[config.mk]
export PLATFORM = sky130hd
export DESIGN_NAME = tdp_param_ctrl
export DESIGN_NICKNAME = d
export VERILOG_FILES = /design/src/rtl/tdp_pkg.sv /design/src/rtl/tdp_param_ctrl.sv /design/src/rtl/tdp_sat_cnt.sv /design/src/rtl/tdp_tick.sv
export VERILOG_INCLUDE_DIRS = /design/src /design/src/rtl
export SDC_FILE = /design/constraint.sdc
export NUM_CORES = 1
export LEC_CHECK = 0
export BUFFER_PORTS_ARGS = -buffer_cell sky130_fd_sc_hd__buf_2
export CORE_ASPECT_RATIO = 1.1
export CORE_UTILIZATION = 55
export CTS_BUF_LIST = sky130_fd_sc_hd__clkbuf_4 sky130_fd_sc_hd__clkbuf_8
export CTS_CLUSTER_SIZE = 28
export DETAILED_ROUTE_END_ITERATION = 8
export PLACE_DENSITY_LB_ADDON = 0.05
export SLEW_MARGIN = 40
export SYNTH_ARGS = -nofsm -noshare
export SYNTH_HDL_FRONTEND = slang
export SYNTH_SLANG_ARGS = --single-unit
[constraint.sdc]
create_clock -name core_clk -period 3.25 [get_ports core_clk]
set_clock_uncertainty 0.05 [all_clocks]
set_input_delay 0.325 -clock core_clk [delete_from_list [all_inputs] [get_ports core_clk]]
set_output_delay 0.325 -clock core_clk [all_outputs]
set_load 0.02 [all_outputs]
[src/rtl/tdp_defines.svh]
// constants for the tape diagnostic parameter block
// assumes inclusion by bare name from rtl files
`ifndef TDP_DEFINES_SVH
`define TDP_DEFINES_SVH
`define TDP_N_MIN 8'h01
`define TDP_N_MAX 8'hff
`define TDP_N_DEF 8'h32
`define TDP_LEN_MIN 4'h0
`define TDP_LEN_MAX 4'hf
`define TDP_LEN_DEF 4'hc
`define TDP_PAT_DEF 2'h3
`define TDP_PAT_LAST 2'h3
`define TDP_FAIL_MAX 8'hff
`define TDP_LOOP_MAX 14'h270f
`define TDP_MSG_MS 1000
`define TDP_CLK_MHZ 125
`define TDP_ADDR_N 12'h000
`define TDP_ADDR_LEN 12'h004
`define TDP_ADDR_MODE 12'h008
`define TDP_ADDR_CMD 12'h00c
`define TDP_ADDR_STAT 12'h010
`define TDP_ADDR_CNT 12'h014
`define TDP_ADDR_PANEL 12'h018
`define TDP_CMD_HOST_N 0
`define TDP_CMD_HOST_END 1
`define TDP_CMD_FSKIP 2
`define TDP_CMD_LOOP_INC 3
`define TDP_CMD_LOOP_CLR 4
`define TDP_CMD_ERR 5
`define TDP_CMD_ENTRY 6
`define TDP_CMD_HI 7
`define TDP_CMD_LO 8
`define TDP_CMD_STREAM 9
`define TDP_CMD_NOSTREAM 10
`define TDP_CMD_QUEUED 11
`define TDP_CMD_UNQUEUE 12
`endif

[src/rtl/tdp_pkg.sv]
// types for the tape diagnostic parameter block
// assumes tdp_defines.svh is on the include path
package tdp_pkg;
  typedef enum logic [1:0] {
    TDP_PAT_ZERO = 2'h0,
    TDP_PAT_ONES = 2'h1,
    TDP_PAT_ALT = 2'h2,
    TDP_PAT_RAND = 2'h3
  } tdp_pat_e;
  typedef enum logic [1:0] {
    TDP_ST_IDLE = 2'h0,
    TDP_ST_N = 2'h1,
    TDP_ST_LEN = 2'h2,
    TDP_ST_PAT = 2'h3
  } tdp_state_e;
  typedef struct packed {
    logic step;
    logic tens;
    logic units;
    logic density;
    logic run_stop;
  } tdp_buttons_s;
  typedef struct packed {
    logic [7:0] repeat_n;
    logic [3:0] len_log2;
    tdp_pat_e pattern;
    logic streaming;
    logic high_speed;
  } tdp_params_s;
endpackage : tdp_pkg

[src/rtl/tdp_param_ctrl.sv]
// parameter and counter logic for tape diagnostic programs
// assumes apb master on core_clk; panel buttons are one-cycle presses
`timescale 1ns/1ns
`include "tdp_defines.svh"
module tdp_param_ctrl
  import tdp_pkg::*;
#(
  parameter int MSG_CYCLES = `TDP_MSG_MS * `TDP_CLK_MHZ * 1000
) (
  input wire logic core_clk,
  input wire logic rst,
  input wire logic psel,
  input wire logic penable,
  input wire logic pwrite,
  input wire logic [11:0] paddr,
  input wire logic [31:0] pwdata,
  output logic [31:0] prdata,
  output logic pready,
  output logic pslverr,
  input wire tdp_buttons_s buttons,
  input wire logic density_3200,
  input wire logic block_done,
  output tdp_params_s params,
  output tdp_pat_e main_pattern,
  output logic reposition,
  output logic abort_program,
  output logic speed_msg_hi,
  output logic speed_msg_lo,
  output logic [7:0] failure_count_byte_a,
  output logic [7:0] failure_count_byte_b,
  output logic [13:0] loop_count,
  output logic [3:0] block_size_display,
  output logic [7:0] shown_n,
  output tdp_state_e entry_state
);
  typedef struct packed {
    tdp_params_s p;
    tdp_pat_e main_pat;
    logic main_pat_fixed;
    logic [7:0] saved_n;
    logic host_active;
    logic fskip;
    logic queued;
    tdp_state_e st;
    logic [7:0] edit_n;
    logic [3:0] edit_len;
    tdp_pat_e edit_pat;
    logic [31:0] msg_cnt;
    logic msg_hi;
    logic msg_lo;
    logic repos;
    logic abort;
    logic [31:0] rdata;
    logic ready;
    logic err;
  } tdp_state_s;

  tdp_state_s r;
  tdp_state_s next_r;
  logic [12:0] cmd;
  logic fail_inc;
  logic [7:0] fail_b;
  logic [13:0] loops;
  logic acc;
  logic [7:0] wn;
  logic [3:0] wl;
  logic tick;
  // short sim runs fall back to one tick per clock
  localparam int TICK_DIV = (MSG_CYCLES >= `TDP_MSG_MS)
                            ? MSG_CYCLES / `TDP_MSG_MS : 1;
  localparam int MSG_TICKS = MSG_CYCLES / TICK_DIV;
  assign acc = psel && penable && !r.ready;
  assign wn = pwdata[7:0];
  assign wl = pwdata[3:0];

  assign cmd = (acc && pwrite && paddr == `TDP_ADDR_CMD) ? pwdata[12:0]
               : '0;
  assign fail_inc = cmd[`TDP_CMD_ERR] && r.fskip && r.queued;

  always_comb
  begin
    next_r = r;
    next_r.ready = acc;
    next_r.err = 1'b0;
    next_r.abort = 1'b0;
    next_r.repos = !r.p.streaming && block_done;
    if (r.msg_cnt != '0)
      next_r.msg_cnt = r.msg_cnt - 32'(tick);
    else
    begin
      next_r.msg_hi = 1'b0;
      next_r.msg_lo = 1'b0;
    end
    if (acc && pwrite)
    begin
      case (paddr)
        `TDP_ADDR_N:
          if (wn >= `TDP_N_MIN && wn <= `TDP_N_MAX)
            next_r.p.repeat_n = wn;
          else
            next_r.err = 1'b1;
        `TDP_ADDR_LEN:
          next_r.p.len_log2 = wl;
        `TDP_ADDR_MODE:
        begin
          if (!r.main_pat_fixed)
            next_r.main_pat = tdp_pat_e'(pwdata[1:0]);
          next_r.p.pattern = tdp_pat_e'(pwdata[1:0]);
        end
        `TDP_ADDR_CMD:
          ;
        default:
          next_r.err = 1'b1;
      endcase
    end
    else if (acc)
    begin
      case (paddr)
        `TDP_ADDR_N:
          next_r.rdata = {24'h0, r.p.repeat_n};
        `TDP_ADDR_LEN:
          next_r.rdata = {28'h0, r.p.len_log2};
        `TDP_ADDR_MODE:
          next_r.rdata = {28'h0, r.p.streaming, r.p.high_speed,
                          r.p.pattern};
        `TDP_ADDR_CMD:
          next_r.rdata = '0;
        `TDP_ADDR_STAT:
          next_r.rdata = {16'h0, fail_b, failure_count_byte_a};
        `TDP_ADDR_CNT:
          next_r.rdata = {18'h0, loops};
        `TDP_ADDR_PANEL:
          next_r.rdata = {24'h0, r.fskip, r.queued, r.host_active,
                          r.msg_hi, r.msg_lo, 1'b0, r.st};
        default:
        begin
          next_r.rdata = '0;
          next_r.err = 1'b1;
        end
      endcase
    end
    if (cmd[`TDP_CMD_HOST_N])
    begin
      if (pwdata[20:13] >= `TDP_N_MIN)
      begin
        if (!r.host_active)
          next_r.saved_n = r.p.repeat_n;
        next_r.host_active = 1'b1;
        next_r.p.repeat_n = pwdata[20:13];
      end
      else
        next_r.err = 1'b1;
    end
    if (cmd[`TDP_CMD_HOST_END] && r.host_active)
    begin
      next_r.host_active = 1'b0;
      next_r.p.repeat_n = r.saved_n;
    end
    if (cmd[`TDP_CMD_QUEUED])
      next_r.queued = 1'b1;
    if (cmd[`TDP_CMD_UNQUEUE])
    begin
      next_r.queued = 1'b0;
      next_r.fskip = 1'b0;
    end
    // skip mode is ignored outside a queued list
    if (cmd[`TDP_CMD_FSKIP] && r.queued)
      next_r.fskip = 1'b1;
    if (fail_inc)
      next_r.abort = 1'b1;
    if (cmd[`TDP_CMD_HI])
    begin
      if (density_3200)
        next_r.err = 1'b1;
      else
      begin
        next_r.p.high_speed = 1'b1;
        next_r.msg_hi = 1'b1;
        next_r.msg_lo = 1'b0;
        next_r.msg_cnt = 32'(MSG_TICKS);
      end
    end
    if (cmd[`TDP_CMD_LO])
    begin
      next_r.p.high_speed = 1'b0;
      next_r.msg_lo = 1'b1;
      next_r.msg_hi = 1'b0;
      next_r.msg_cnt = 32'(MSG_TICKS);
    end
    // density change forces the low speed back
    if (density_3200 && r.p.high_speed)
      next_r.p.high_speed = 1'b0;
    if (cmd[`TDP_CMD_STREAM])
      next_r.p.streaming = 1'b1;
    if (cmd[`TDP_CMD_NOSTREAM])
      next_r.p.streaming = 1'b0;
    if (cmd[`TDP_CMD_ENTRY] && r.st == TDP_ST_IDLE)
    begin
      next_r.st = TDP_ST_N;
      next_r.edit_n = r.p.repeat_n;
    end
    case (r.st)
      TDP_ST_IDLE:
        ;
      TDP_ST_N:
      begin
        if (buttons.density)
        begin
          next_r.st = TDP_ST_LEN;
          next_r.edit_len = r.p.len_log2;
        end
        else if (buttons.run_stop)
        begin
          next_r.p.repeat_n = r.edit_n;
          next_r.st = TDP_ST_LEN;
          next_r.edit_len = r.p.len_log2;
        end
        else if (buttons.tens)
          next_r.edit_n = (r.edit_n > `TDP_N_MAX - 8'd10) ? `TDP_N_MAX
                          : r.edit_n + 8'd10;
        else if (buttons.units || buttons.step)
          next_r.edit_n = (r.edit_n == `TDP_N_MAX) ? `TDP_N_MIN
                          : r.edit_n + 8'd1;
      end
      TDP_ST_LEN:
      begin
        if (buttons.density)
        begin
          next_r.st = TDP_ST_PAT;
          next_r.edit_pat = r.p.pattern;
        end
        else if (buttons.run_stop)
        begin
          next_r.p.len_log2 = r.edit_len;
          next_r.st = TDP_ST_PAT;
          next_r.edit_pat = r.p.pattern;
        end
        else if (buttons.tens && r.edit_len != `TDP_LEN_MAX)
          next_r.edit_len = r.edit_len + 4'h1;
        else if (buttons.units && r.edit_len != `TDP_LEN_MIN)
          next_r.edit_len = r.edit_len - 4'h1;
      end
      TDP_ST_PAT:
      begin
        if (buttons.density || buttons.run_stop)
        begin
          next_r.p.pattern = r.edit_pat;
          next_r.main_pat = r.edit_pat;
          next_r.main_pat_fixed = 1'b1;
          next_r.st = TDP_ST_IDLE;
        end
        else if (buttons.units)
          next_r.edit_pat = tdp_pat_e'(r.edit_pat + 2'h1);
      end
      default:
        next_r.st = TDP_ST_IDLE;
    endcase
  end

  always_ff @(posedge core_clk)
  begin
    if (rst)
    begin
      r <= '0;
      r.p.repeat_n <= `TDP_N_DEF;
      r.p.len_log2 <= `TDP_LEN_DEF;
      r.p.pattern <= tdp_pat_e'(`TDP_PAT_DEF);
      r.main_pat <= tdp_pat_e'(`TDP_PAT_DEF);
      r.p.streaming <= 1'b0;
      r.st <= TDP_ST_IDLE;
    end
    else
      r <= next_r;
  end

  tdp_sat_cnt #(.W(8), .MAX(`TDP_FAIL_MAX)) u_fail_b (
    .core_clk(core_clk),
    .rst(rst),
    .clr(1'b0),
    .inc(fail_inc),
    .count(fail_b)
  );

  tdp_sat_cnt #(.W(14), .MAX(`TDP_LOOP_MAX)) u_loop (
    .core_clk(core_clk),
    .rst(rst),
    .clr(cmd[`TDP_CMD_LOOP_CLR]),
    .inc(cmd[`TDP_CMD_LOOP_INC] && r.queued),
    .count(loops)
  );

  tdp_tick #(.DIV(TICK_DIV)) u_tick (
    .core_clk(core_clk),
    .rst(rst),
    .tick(tick)
  );

  // non-apb outputs one stage behind state; counter copies clear one edge late
  always_ff @(posedge core_clk)
  begin
    failure_count_byte_a <= fail_b;
    failure_count_byte_b <= fail_b;
    loop_count <= loops;
    params <= r.p;
    main_pattern <= r.main_pat;
    reposition <= r.repos;
    abort_program <= r.abort;
    speed_msg_hi <= r.msg_hi;
    speed_msg_lo <= r.msg_lo;
    block_size_display <= (r.st == TDP_ST_LEN) ? r.edit_len : r.p.len_log2;
    shown_n <= (r.st == TDP_ST_N) ? r.edit_n : r.p.repeat_n;
    entry_state <= r.st;
  end
  assign prdata = r.rdata;
  assign pready = r.ready;
  assign pslverr = r.err;
endmodule : tdp_param_ctrl

[src/rtl/tdp_sat_cnt.sv]
// saturating up counter with synchronous clear
// assumes one clock, synchronous active-high reset
`timescale 1ns/1ns
module tdp_sat_cnt #(
  parameter int W = 8,
  parameter logic [W-1:0] MAX = '1
) (
  input wire logic core_clk,
  input wire logic rst,
  input wire logic clr,
  input wire logic inc,
  output logic [W-1:0] count
);
  always_ff @(posedge core_clk)
  begin
    if (rst || clr)
      count <= '0;
    else if (inc && count != MAX)
      count <= count + 1'b1;
  end
endmodule : tdp_sat_cnt

[src/rtl/tdp_tick.sv]
// one-cycle pulse every DIV clocks
// assumes one clock, synchronous active-high reset
`timescale 1ns/1ns
module tdp_tick #(
  parameter int DIV = 125000
) (
  input wire logic core_clk,
  input wire logic rst,
  output logic tick
);
  logic [31:0] cnt;
  always_ff @(posedge core_clk)
  begin
    if (rst)
    begin
      cnt <= '0;
      tick <= 1'b0;
    end
    else if (cnt == 32'(DIV - 1))
    begin
      cnt <= '0;
      tick <= 1'b1;
    end
    else
    begin
      cnt <= cnt + 32'h1;
      tick <= 1'b0;
    end
  end
endmodule : tdp_tick

==> results_dict.tcl, run 1 <==
set metrics [dict create \
    ant_nets 0 \
    hold_depth 3 \
    h-tree-depth 2 \
    cp.arrival_ps 2980 \
    crit_required_ps 3610 \
    end_kind "flip-flop" \
    intPower_w 0.00416 \
    powerDensity_nw_per_um2 497 \
    critical_path_depth 6 \
    critPathMostFrequentCell "or4_1" \
    gp_congestion 0.903 \
    clkLatencyLatePin_ps 520 \
    ir_drop_uv 350 \
    dp_hpwl_mm 17.1 \
    layout.area.seq_sq_um 4260 \
    timing.hold.worst.class "in -> reg" \
    yosysWarningCount 0 \
    synth.distinct_cells 65 \
    ys_seq_area_frac 0.448 \
    crit_fanout 9 \
    stdcell_area_sq_um 11000 \
    cts.clk_slew.worst_paths_ps 60 \
    hold_viol 0 \
    crit_type "reg -> reg" \
    cts_buffers 35 \
    grt_first_pass_wirelength_mm 38.7 \
    netSwitchingFraction 0.236 \
    crit_family "simple AND/OR/NAND/NOR gates" \
    fp.dieW_um 127 \
    rows 50 \
    async_reset_ff_frac 0 \
    cts-root-buf "clkbuf_8" \
    combPwrFrac 0.053 \
    critPathMaxStageDelay_ps 620 \
    regToRegSetupSlack_ps 630 \
    fillers 1560 \
    min_from "pwdata[8]" \
    final_common_cell "dfxtp_1" \
    ios 156 \
    whs_ps 56.2 \
    postSynthAreaPerCell_sq_um 8.90 \
    cts_tree "yes" \
    grt_max_degree 33 \
    synth_area_sq_um 9530 \
    r2r_start "r[48]" \
    setup_tns_ps 0 \
    worstMarginPinSlew_ps 804 \
    clkPwrFrac 0.455 \
    drive_gt1_frac 0.205 \
    drt-wirelength-per-cell_um 16.8 \
    period_minus_slack_ps 2620 \
    gr-usage-all-layers 0.272 \
    power.leakage_nw 4.45 \
    vias 8150 \
    netlist_instances 1070 \
    cts_sinks 213 \
    min_to "r[36]" \
    layout_common_cells "213 x dfxtp_1, 139 x nor2_1, 128 x buf_2, 70 x nand2_1, 57 x a21oi_1" \
    clk_path_buf_depth 3 \
    firstDrtPassIters 6 \
    ys_ff_latch 213 \
    cp_slowest_cell "or4_1" \
    synthFlopType "dfxtp_1" \
    cap_violations 0 \
    reg2reg_depth 6 \
    dieHeight_um 140 \
    gr-total-overflow 0 \
    core-area_sq_um 17000 \
    timing.rr.end "r[68]" \
    setup_viol 0 \
    finalPower_w 0.00545 \
    die_area_sq_um 17900 \
    power_frac_seq 0.492 \
    drcViolationCount 0 \
    relSlewSlack 0.459 \
    grt_setup_unrepaired "false" \
    start_util 0.562 \
    post-cts-setup-buffers 0 \
    synth_edf_count 0 \
    fmax_ghz 0.382 \
    port_buffers 128 \
    postLayoutCoreUtil 0.647 \
    path_buf_inv 0 \
    vias_per_cell 5.64 \
    fin_nets 1254 \
    multi_input_area_sq_um 4730 \
    grt_pass1_vias 7488 \
    p_switching_w 0.00129 \
    post_dp_cell_area_sq_um 10200 \
    syn_to_final_growth_pct 15.1 \
    cp-startpoint "r[48]" \
    path_cells "or4_1 > or4_1 > a211oi_2 > nand4b_1 > xor2_1 > nor2_1" \
    worst_setup_path_start_kind "flip-flop" \
    antenna_found_initial 2 \
    drtIter0Drc 614 \
    fin_crit_sh 0.807 \
    status "finished, final reports clean" \
    maxSlewViolCount 0 \
    wl_mm 24.3 \
]
## per-layer routing
| layer | GRT usage | wire length [um] |
|---|---|---|
| met5 | 0 | 10 |
| met4 | 0.0896 | 496 |
| met3 | 0.0542 | 1360 |
| met2 | 0.443 | 11400 |
| met1 | 0.361 | 11000 |
## worst max-delay path by stage
stage / end / slack [ps]
2_1_floorplan: r[80] / 530
3_3_place_gp: r[83] / 380
3_5_place_dp: r[108] / 360
4_1_cts: r[68] / 620
5_1_grt: r[68] / 450
6_report: r[68] / 630
## synth_stat cells (4+ instances only)
library cell / count / share of area
a211oi_1: 11 / 0.0087
a21o_1: 6 / 0.0047
a21oi_1: 57 / 0.030
a221o_1: 5 / 0.0053
a221oi_1: 13 / 0.012
a22o_1: 4 / 0.0037
a22oi_1: 6 / 0.0047
a31oi_1: 7 / 0.0046
and2_1: 6 / 0.0039
and3_1: 18 / 0.012
and4_1: 6 / 0.0055
buf_1: 5 / 0.0020
buf_4: 43 / 0.034
clkbuf_1: 39 / 0.015
dfxtp_1: 213 / 0.45
ha_1: 11 / 0.014
inv_1: 19 / 0.0075
mux2_2: 15 / 0.018
mux2i_1: 30 / 0.032
nand2_1: 70 / 0.028
nand2b_1: 9 / 0.0059
nand3_1: 37 / 0.019
nand3b_1: 7 / 0.0055
nand4_1: 21 / 0.014
nand4b_1: 7 / 0.0064
nor2_1: 139 / 0.055
nor2b_1: 6 / 0.0039
nor3_1: 30 / 0.016
nor3b_1: 4 / 0.0032
nor4_1: 25 / 0.016
o211ai_1: 4 / 0.0032
o21ai_0: 36 / 0.019
o221ai_1: 6 / 0.0055
o31ai_1: 4 / 0.0032
or2_2: 13 / 0.0085
or3_1: 21 / 0.014
or4_1: 8 / 0.0063
xnor2_1: 19 / 0.017
xor2_1: 51 / 0.047
## final cells by class
cell class,count,share of cell area
Antenna cell,1,0.000228
Clock buffer,48,0.0574
Clock inverter,12,0.0106
Inverter,19,0.00650
Multi-Input combinational cell,762,0.432
Sequential cell,213,0.389
Tap cell,234,0.0267
Timing Repair Buffer,155,0.0778
## cell families after synthesis
family | synth area share
AND/OR/NAND/NOR | 0.235
flip-flops | 0.448
AO/OA/AOI/OAI | 0.125
buffers and inverters | 0.0615
XOR/XNOR | 0.0643
multiplexers | 0.0492
adder cells (fa/ha/maj) | 0.0165
other | 0.000394
## repair_timing
item,4_1_cts,5_1_grt
hold endpoints to repair,4,0
resized for setup,0,0
hold buffers,4,0
## state kept, by name, indices dropped and copies added, names as in the netlist, 14 cells and up
name,flops
prdata,16
u_loop.count,14
r,82
loop_count,14
params,16
u_tick.cnt,32
## power groups by stage
stage / combinational (W) / sequential (W) / clock (W)
after floorplan: 0.000189 / 0.00274 / 0
after global placement: 0.000280 / 0.00274 / 0
after detailed placement: 0.000283 / 0.00274 / 0
after CTS: 0.000288 / 0.00268 / 0.00254
after global routing: 0.000314 / 0.00268 / 0.00266
final: 0.000289 / 0.00268 / 0.00248
## stage by stage
step / setup WS, ps / cells
after floorplan: 532 / 1085
after global routing: 453 / 1444
after global placement: 383 / 1379
final: 629 / 1444
after detailed placement: 358 / 1379
after CTS: 621 / 1443
## worst min-delay path: cells and delay by family
| kind | cells | cell delay (ps) |
|---|---|---|
| compound gates | 1 | 60 |
| buf+inv | 1 | 120 |
| simple gates | 1 | 70 |
(Power assumes the default switching activity.)
==> run 2, diff against run 1 <==
Settings changed: ABC_AREA set to 1.
Clock period 3.25 ns to 2.45 ns, I/O delays scaled along.
==> run 2 against run 1 <==
Net effect: clock power grew 40%; hold slack got worse by 33 ps; first-iteration DRC count is 5.5% higher; critical path depth grew 3; sequential power increased by 32%; die area grew 12%; fmax rose by 25%; core utilization down 0.24 points; setup slack got worse by 280 ps; sequential share of layout area decreased by 4.1 points; synthesized cell count up 45%; flip-flop and latch count stayed put.
==> results_dict.tcl, run 2 <==
set metrics [dict create \
    grt_setup_unrepaired "false" \
    h-tree-depth 2 \
    drive_gt1_frac 0.152 \
    cts_tree "yes" \
    fmax_ghz 0.477 \
    firstDrtPassIters 5 \
    crit_required_ps 2850 \
    clk_path_buf_depth 3 \
    largestRegisters "r (82), u_tick.cnt (32)" \
    ios 156 \
    cts_sinks 213 \
    hold_viol 0 \
    ir_drop_uv 744 \
    postCtsResizedCells 0 \
    min_from "pwdata[14]" \
    synth_common_cells "364 x nand2_1, 213 x dfxtp_1, 193 x nor2_1" \
    postSynthAreaPerCell_sq_um 6.89 \
    ant_nets 0 \
    ys_ff_latch 213 \
    layout_common_cells "364 x nand2_1, 213 x dfxtp_1, 193 x nor2_1, 178 x inv_1, 128 x buf_2" \
    cts_hold_buf 13 \
    cap_violations 0 \
    ys_seq_area_frac 0.399 \
    yosys-top-cells-area "dfxtp_1 40%, nand2_1 13%, nor2_1 6.8%" \
    syn_to_final_growth_pct 14.9 \
    period_minus_slack_ps 2100 \
    power.leakage_nw 5.39 \
    grt_pass1_vias 9218 \
    powerDensity_nw_per_um2 605 \
    netlist_instances 1549 \
    fin_crit_sh 0.856 \
    cts-root-buf "clkbuf_8" \
    synth_area_sq_um 10700 \
    grt_max_degree 33 \
    postLayoutCoreUtil 0.644 \
    fillers 1818 \
    die_area_sq_um 20000 \
    yosysTopAreaCellShare 0.399 \
    fin_nets 1754 \
    yosysWarningCount 0 \
    fp.dieW_um 135 \
    antenna_found_initial 2 \
    setup_tns_ps 0 \
    setup_viol 0 \
    maxSlewViolCount 0 \
    reg2reg_depth 9 \
    port_buffers 128 \
    clkLatencyLatePin_ps 530 \
    core-area_sq_um 19000 \
    min_to "r[109]" \
    place_ws_ps 375 \
    synth.distinct_cells 45 \
    regMostFlops "r" \
    crit_type "reg -> reg" \
    synthFlopType "dfxtp_1" \
    timing.rr.end "r[75]" \
    drt-wirelength-per-cell_um 14.3 \
    timing.hold.worst.class "in -> reg" \
    crit_fanout 6 \
    final_common_cell "nand2_1" \
    rows 53 \
    synth.most_common_cell "nand2_1" \
    drcViolationCount 0 \
    cts.clk_slew.worst_paths_ps 60 \
    layout.area.seq_sq_um 4260 \
    vias_per_cell 5.15 \
    status "finished, final reports clean" \
    r2r_start "r[72]" \
    post-cts-setup-buffers 0 \
    regToRegSetupSlack_ps 350 \
    drtIter0Drc 648 \
    finalPower_w 0.00741 \
    grt_first_pass_wirelength_mm 45.4 \
    vias 10100 \
    async_reset_ff_frac 0 \
    worst_setup_path_start_kind "flip-flop" \
    multi_input_area_sq_um 5290 \
    wl_mm 28.1 \
    yosys.area.top_type "dfxtp_1" \
    hold_depth 5 \
    synth_edf_count 0 \
    cts_buffers 36 \
    gp_congestion 0.921 \
    relSlewSlack 0.631 \
    gr-usage-all-layers 0.284 \
    setup_ws_ps 353 \
    largest_register_ffs 82 \
    start_util 0.561 \
    cp.arrival_ps 2500 \
    gr-total-overflow 0 \
    dieHeight_um 148 \
    end_kind "flip-flop" \
    dp_hpwl_mm 21.2 \
    worstMarginPinSlew_ps 552 \
]
==> run 2: through the flow <==
step                hold WS, ps  area, sq um  std cells
global placement            260        11300       1882
finish                     23.6        12300       1958
CTS                        6.18        12300       1956
floorplan                   260        10700       1564
global route               43.7        12300       1957
detailed placement          266        11300       1882
==> run 2: per-layer routing <==
metal,global-route usage,part of all wire
met5,0,0
met4,0.104,0.031
met3,0.0552,0.066
met2,0.459,0.45
met1,0.376,0.46
==> run 2: cells by family (layout without fill, tap and decap cells) <==
group	after synthesis	in the layout	share of synthesized area
DFF	213	213	0.399
buffers and inverters	261	406	0.110
other	1	18	0.000351
and+or+nand+nor	778	778	0.320
adders and majority gates	12	12	0.0148
AOI/OAI and AO/OA	239	239	0.118
xor gates and xnor gates	45	45	0.0369
==> run 2: power by group <==
group | leakage [nW] | switching, W | internal [W]
Combinational | 3.26 | 0.000268 | 0.000125
Sequential | 1.72 | 0.0000363 | 0.00351
Clock | 0.412 | 0.00143 | 0.00205
Total | 5.39 | 0.00173 | 0.00568
==> run 2: layout make-up <==
class                   count  area share
well taps                 247      0.0252
clock buffers              55      0.0577
inverters                 189      0.0580
clock inverters             6     0.00724
multi-input cells        1090       0.432
repair buffers            156      0.0720
flip-flops and latches    213       0.348
diodes                      2    0.000408
==> run 2: worst max-delay path by stage <==
| stage | slack, ps | from | cells past startpoint | endpoint |
|---|---|---|---|---|
| floorplan | 510 | r[72] | 9 | r[75] |
| global placement | 450 | r[48] | 10 | r[43] |
| detailed placement | 370 | r[72] | 9 | r[75] |
| CTS | 350 | r[72] | 9 | r[75] |
| global route | 180 | r[72] | 9 | r[75] |
| finish | 350 | r[72] | 9 | r[75] |
==> run 2: worst max-delay path: stages, from the launching register on <==
cell and delay [ps]:
dfxtp_1 450, inv_1 120, o21ai_0 340, ha_1 340, nand2_1 80, nor2_1 40
a211oi_1 250, or2_2 170, nand3_1 60, a21oi_1 140
